--- config.mk ---
export PLATFORM = sky130hd
export DESIGN_NAME = cmd_pipe
export DESIGN_NICKNAME = d
export VERILOG_FILES = /design/src/hdl/flash_pkg.sv /design/src/hdl/cmd_pipe.sv
export VERILOG_INCLUDE_DIRS = /design/src /design/src/hdl
export SDC_FILE = /design/constraint.sdc
export NUM_CORES = 1
export LEC_CHECK = 0
export BUFFER_PORTS_ARGS = -buffer_cell sky130_fd_sc_hd__buf_2
export CORE_ASPECT_RATIO = 0.5
export CORE_UTILIZATION = 40
export DETAILED_ROUTE_END_ITERATION = 16
export GPL_TIMING_DRIVEN = 0
export PLACE_DENSITY = 0.75
export SYNTH_ARGS = -nofsm -noshare
export SYNTH_HDL_FRONTEND = slang
export SYNTH_SLANG_ARGS = --single-unit
--- constraint.sdc ---
create_clock -name clk -period 4.1 [get_ports clk]
set_clock_uncertainty 0.1 [all_clocks]
set_input_delay 0.205 -clock clk [delete_from_list [all_inputs] [get_ports clk]]
set_output_delay 0.205 -clock clk [all_outputs]
set_load 0.005 [all_outputs]
--- src/hdl/flash_cfg.svh ---
`ifndef FLASH_CFG_SVH
`define FLASH_CFG_SVH

`define AXI_AW 32
`define AXI_DW 32
`define ARR_AW 16
`define ARR_SEL_BIT 16
`define RESP_OKAY 2'h0
`define RESP_SLVERR 2'h2
`define STRB_LO 4'h3
`define STRB_HI 4'hC
`define INVALID_DATA 32'hFFFFFFFF

`define OFF_CLKDIV 8'h00
`define OFF_CONFIG 8'h04
`define OFF_PROT 8'h08
`define OFF_SEC 8'h0C
`define OFF_STATUS 8'h10
`define OFF_CMD 8'h14

`define ST_BUFFER_EMPTY_FLAG 7
`define ST_COMMAND_COMPLETE_FLAG 6
`define ST_PROTECTION_VIOLATION_FLAG 5
`define ST_ACCESS_ERROR_FLAG 4
`define CFG_BUFFER_EMPTY_IRQ_ENABLE 7
`define CFG_COMMAND_COMPLETE_IRQ_ENABLE 6
`define DIV_DONE 7
`define CFG_RST 8'h00
`define DIV_RST 8'h00
`define PROT_RST 8'hFF
`define SEC_RST 8'h00

`define CMD_VERIFY 8'h05
`define CMD_PROGRAM 8'h20
`define CMD_SECTOR_ERASE 8'h40
`define CMD_MASS_ERASE 8'h41

`define SECTOR_LSB 10
`define SECTOR_W 6
`define SECTOR_CNT 7'h40
`define PROT_LOAD_ADDR 16'hFF0C
`define SEC_LOAD_ADDR 16'hFF0E
`define SEC_UNSECURED 2'h2

`endif

--- src/hdl/flash_pkg.sv ---
`include "flash_cfg.svh"

package flash_pkg;

    typedef enum logic [3:0] {
        SEQ_IDLE = 4'h1,
        SEQ_WORD = 4'h2,
        SEQ_CMD = 4'h4,
        SEQ_LAUNCH = 4'h8
    } seq_e;

    typedef enum logic [2:0] {
        CTRL_PROT = 3'h1,
        CTRL_SEC = 3'h2,
        CTRL_RUN = 3'h4
    } ctrl_e;

    typedef struct packed {
        logic [7:0] code;
        logic [`ARR_AW-1:0] addr;
        logic [15:0] data;
    } cmd_s;

endpackage : flash_pkg

--- src/hdl/cmd_pipe.sv ---
`timescale 1ns/1ps
`default_nettype none

module cmd_pipe
    import flash_pkg::*;
(
    // Clock and reset
    input wire logic clk,
    input wire logic rst_b,
    // Launch side
    input wire logic push,
    input wire cmd_s push_cmd,
    input wire logic abort,
    // Array core side
    input wire logic done,
    output logic start,
    output cmd_s act_cmd,
    // State
    output logic pend_valid,
    output logic act_valid
);
    cmd_s pend_reg;
    logic take;

    // Buffered command moves on once the core is free
    assign take = pend_valid && (!act_valid || done);

    always_ff @(posedge clk or negedge rst_b) begin
        if (!rst_b) begin
            pend_valid <= 1'b0;
            act_valid <= 1'b0;
            start <= 1'b0;
            pend_reg <= '0;
            act_cmd <= '0;
        end else begin
            start <= take && !abort;
            if (abort) begin
                pend_valid <= 1'b0;
                act_valid <= 1'b0;
            end else begin
                if (take) begin
                    act_cmd <= pend_reg;
                    act_valid <= 1'b1;
                end else if (done) begin
                    act_valid <= 1'b0;
                end
                if (push) begin
                    pend_reg <= push_cmd;
                    pend_valid <= 1'b1;
                end else if (take) begin
                    pend_valid <= 1'b0;
                end
            end
        end
    end

endmodule : cmd_pipe

`default_nettype wire

==> reports/qor.yml <==
critical_path:
  crit_slowest_cell: "dlygate4sd3_1"
  path_max_fanout: 10
  reg2regPathDepth: 4
  timing.rr.start: "act_valid"
  rr_endpoint: "act_cmd[26]"
  cp_top_family: "buffers and inverters"
  cp.arrival_ns: 1.86
  cp_cell_sequence: "dlygate4sd3_1 > buf_2 > nor2b_1 > buf_2 > mux2_2"
  crit_path_end_kind: "flop"
  crit_start: "abort"
  cp-start-kind: "input pin"
  cp.required_ns: 4.21
  cp_num_buf_inv: 3
  rrSetupSlack_ns: 2.47
  crit_type: "in -> reg"
  cp_common_cell: "buf_2"
  cpPeakStageDelay_ns: 0.54
place:
  dp_cells: 362
  dp.final_hpwl_mm: 4.167
  place.gp.congestion: 0.7007
  io_buffers: 87
  place_ws_ns: 2.456
  placed_cell_area_sq_um: 3684
worst_hold_path:
  min_path_type: "in -> reg"
  min_to: "pend_reg[22]"
  hold_depth: 2
  min_from: "push_cmd[22]"
yosys:
  yosysTopAreaCell: "dfrtp_1"
  syn-num-nets: 223
  synth_top_area_frac: 0.6704
  synth.top_cells.by_area: "dfrtp_1 (67%), mux2_2 (29%), buf_6 (1.5%)"
  ys.warnings.count: 0
  avgSynthCellArea_sq_um: 17.40
  syn_area_sq_um: 3098
  synth_seq_cells: 83
  synth_cells: 178
  ys_seq_area_frac: 0.6704
  synth.distinct_cells: 9
die:
  coreArea_sq_um: 7405
  placementRows: 22
  dieArea_sq_um: 8123
  die_w_um: 126.5
  die_h_um: 64.23
  ios: 88
  start_util: 0.4184
pwr:
  power.share.sequential: 0.477
  clkPwrFrac: 0.345
  leakage_nw: 1.979
  power_switching_uw: 536.0
  p_comb_frac: 0.178
  powerDensity_nw_per_um2: 533.9
  p_sw_frac: 0.2357
  ir_worst_vdd_mv: 0.3872
  internal_power_mw: 1.738
timing:
  min_period_ns: 1.743
  timing.hold.ws_ns: 0.004543
  finalHoldViolCount: 0
  worstMarginPinSlew_ns: 0.3526
  tns_ns: 0
  max-slew-margin-rel: 0.7649
  setup_violations: 0
  worst_slack_ns: 2.357
  rsz0062_at_grt: "false"
  clock.fmax_mhz: 573.7
  fin_crit_sh: 0.4252
  final_max_slew_viol_count: 0
routing:
  drc_errors: 0
  routed_wl_mm: 5.942
  routed-via-count: 1882
  detail_route.first_pass.iterations: 4
  wl_per_cell_um: 14.64
  via_per_inst: 4.635
  drt-initial-drc-count: 61
  antenna_left: 0
cells_and_area:
  layout.nets: 350
  area_growth_pct: 37.48
  drive_gt1_frac: 0.6226
  diodes: 0
  finalNonFillerCells: 406
  fin_area_sq_um: 4259
grt:
  globalRouteOverflowTotal: 0
  grt_pass1_vias: 2021
  antenna_found_initial: 0
  grt_start_max_net_pins: 74
  track_usage: 0.1629
  grt_pass1_wl_mm: 9.729
clock_network:
  cts_buffers: 9
  cts_tree: "yes"
  clock_latency_ns: 0.33
  clock-sinks: 83
  clk_pin_slew_worst_paths_ns: 0.06
  cts_root_buf: "clkbuf_16"
  cts_setup_buffers: 0
  clockBufferDepth: 2
  h-tree-depth: 3
outcome:
  status: "finished, final reports clean"
job:
  maxCapViolations: 0
-- power groups by stage --
| stage | clock network, mW | logic [mW] | registers (mW) |
|---|---|---|---|
| floorplan | 0 | 0.182 | 1.10 |
| global placement | 0 | 0.372 | 1.08 |
| detailed placement | 0 | 0.394 | 1.10 |
| CTS | 0.807 | 0.414 | 1.09 |
| global route | 0.844 | 0.443 | 1.11 |
| finish | 0.785 | 0.404 | 1.08 |
-- cell families after synthesis --
family                 synth area share
buffers and inverters           0.02100
DFF                              0.6704
AOI/OAI and AO/OA              0.001614
muxes                            0.2908
and+or+nand+nor                 0.01616
-- layer usage --
metal	routed length, um	track usage	vias to the layer above	part of all wire
li1	-	-	884	-
met1	2383	0.1701	961	0.40
met2	3299	0.2990	30	0.56
met3	183	0.06281	7	0.031
met4	76	0.06325	0	0.013
met5	0	0	-	0
-- cell type report --
cell class	count	area [sq um]
flip-flops and latches	83	2077
repair buffers	116	745.7
fillers	594	3146
clock buffers	11	242.7
plain buffers	8	65.06
multi-input cells	87	955.9
well taps	96	120.1
clock inverters	5	52.55
-- layout by cell type, fill, tap and decap left out, drive strengths merged --
| master | Yosys | final |
|---|---|---|
| buf | 8 | 96 |
| dfrtp | 83 | 83 |
| mux2 | 80 | 80 |
| dlygate4sd3 | 0 | 28 |
| clkbuf | 0 | 11 |
| nor2 | 3 | 3 |
| clkinv | 0 | 3 |
| nor2b | 2 | 2 |
| nor3b | 1 | 1 |
| a21oi | 1 | 1 |
| bufinv | 0 | 1 |
| clkinvlp | 0 | 1 |
-- worst register-to-register path, cell delays in order (launching register included) --
cell and delay [ns]:
dfrtp_1 0.38, nor2b_4 0.14, nor3b_4 0.33, buf_6 0.21
mux2_2 0.35
-- cells in the mapped netlist --
library cell / n
dfrtp_1: 83
mux2_2: 80
buf_2: 4
buf_6: 4
nor2_1: 3
a21oi_1: 1
nor2b_1: 1
nor2b_4: 1
nor3b_4: 1
-- worst max path at each step --
stage | endpoint | slack [ns] | cells past startpoint
after detailed placement | act_cmd[26] | 2.46 | 4
final | pend_reg[32] | 2.36 | 5
after CTS | pend_reg[32] | 2.34 | 5
after floorplan | act_cmd[0] | 2.57 | 4
after global routing | pend_reg[0] | 2.30 | 5
after global placement | pend_reg[38] | 2.22 | 1
-- metrics by stage --
step | power (mW) | utilization
6_report | 2.274 | 0.5752
5_1_grt | 2.398 | 0.5752
4_1_cts | 2.307 | 0.5711
3_5_place_dp | 1.494 | 0.4975
3_3_place_gp | 1.454 | 0.4934
2_1_floorplan | 1.278 | -
-- what timing repair did --
action                    CTS  global route
hold buffers               25             3
resized for setup           0             0
hold endpoints to repair  107             3
(Power assumes the default switching activity.)
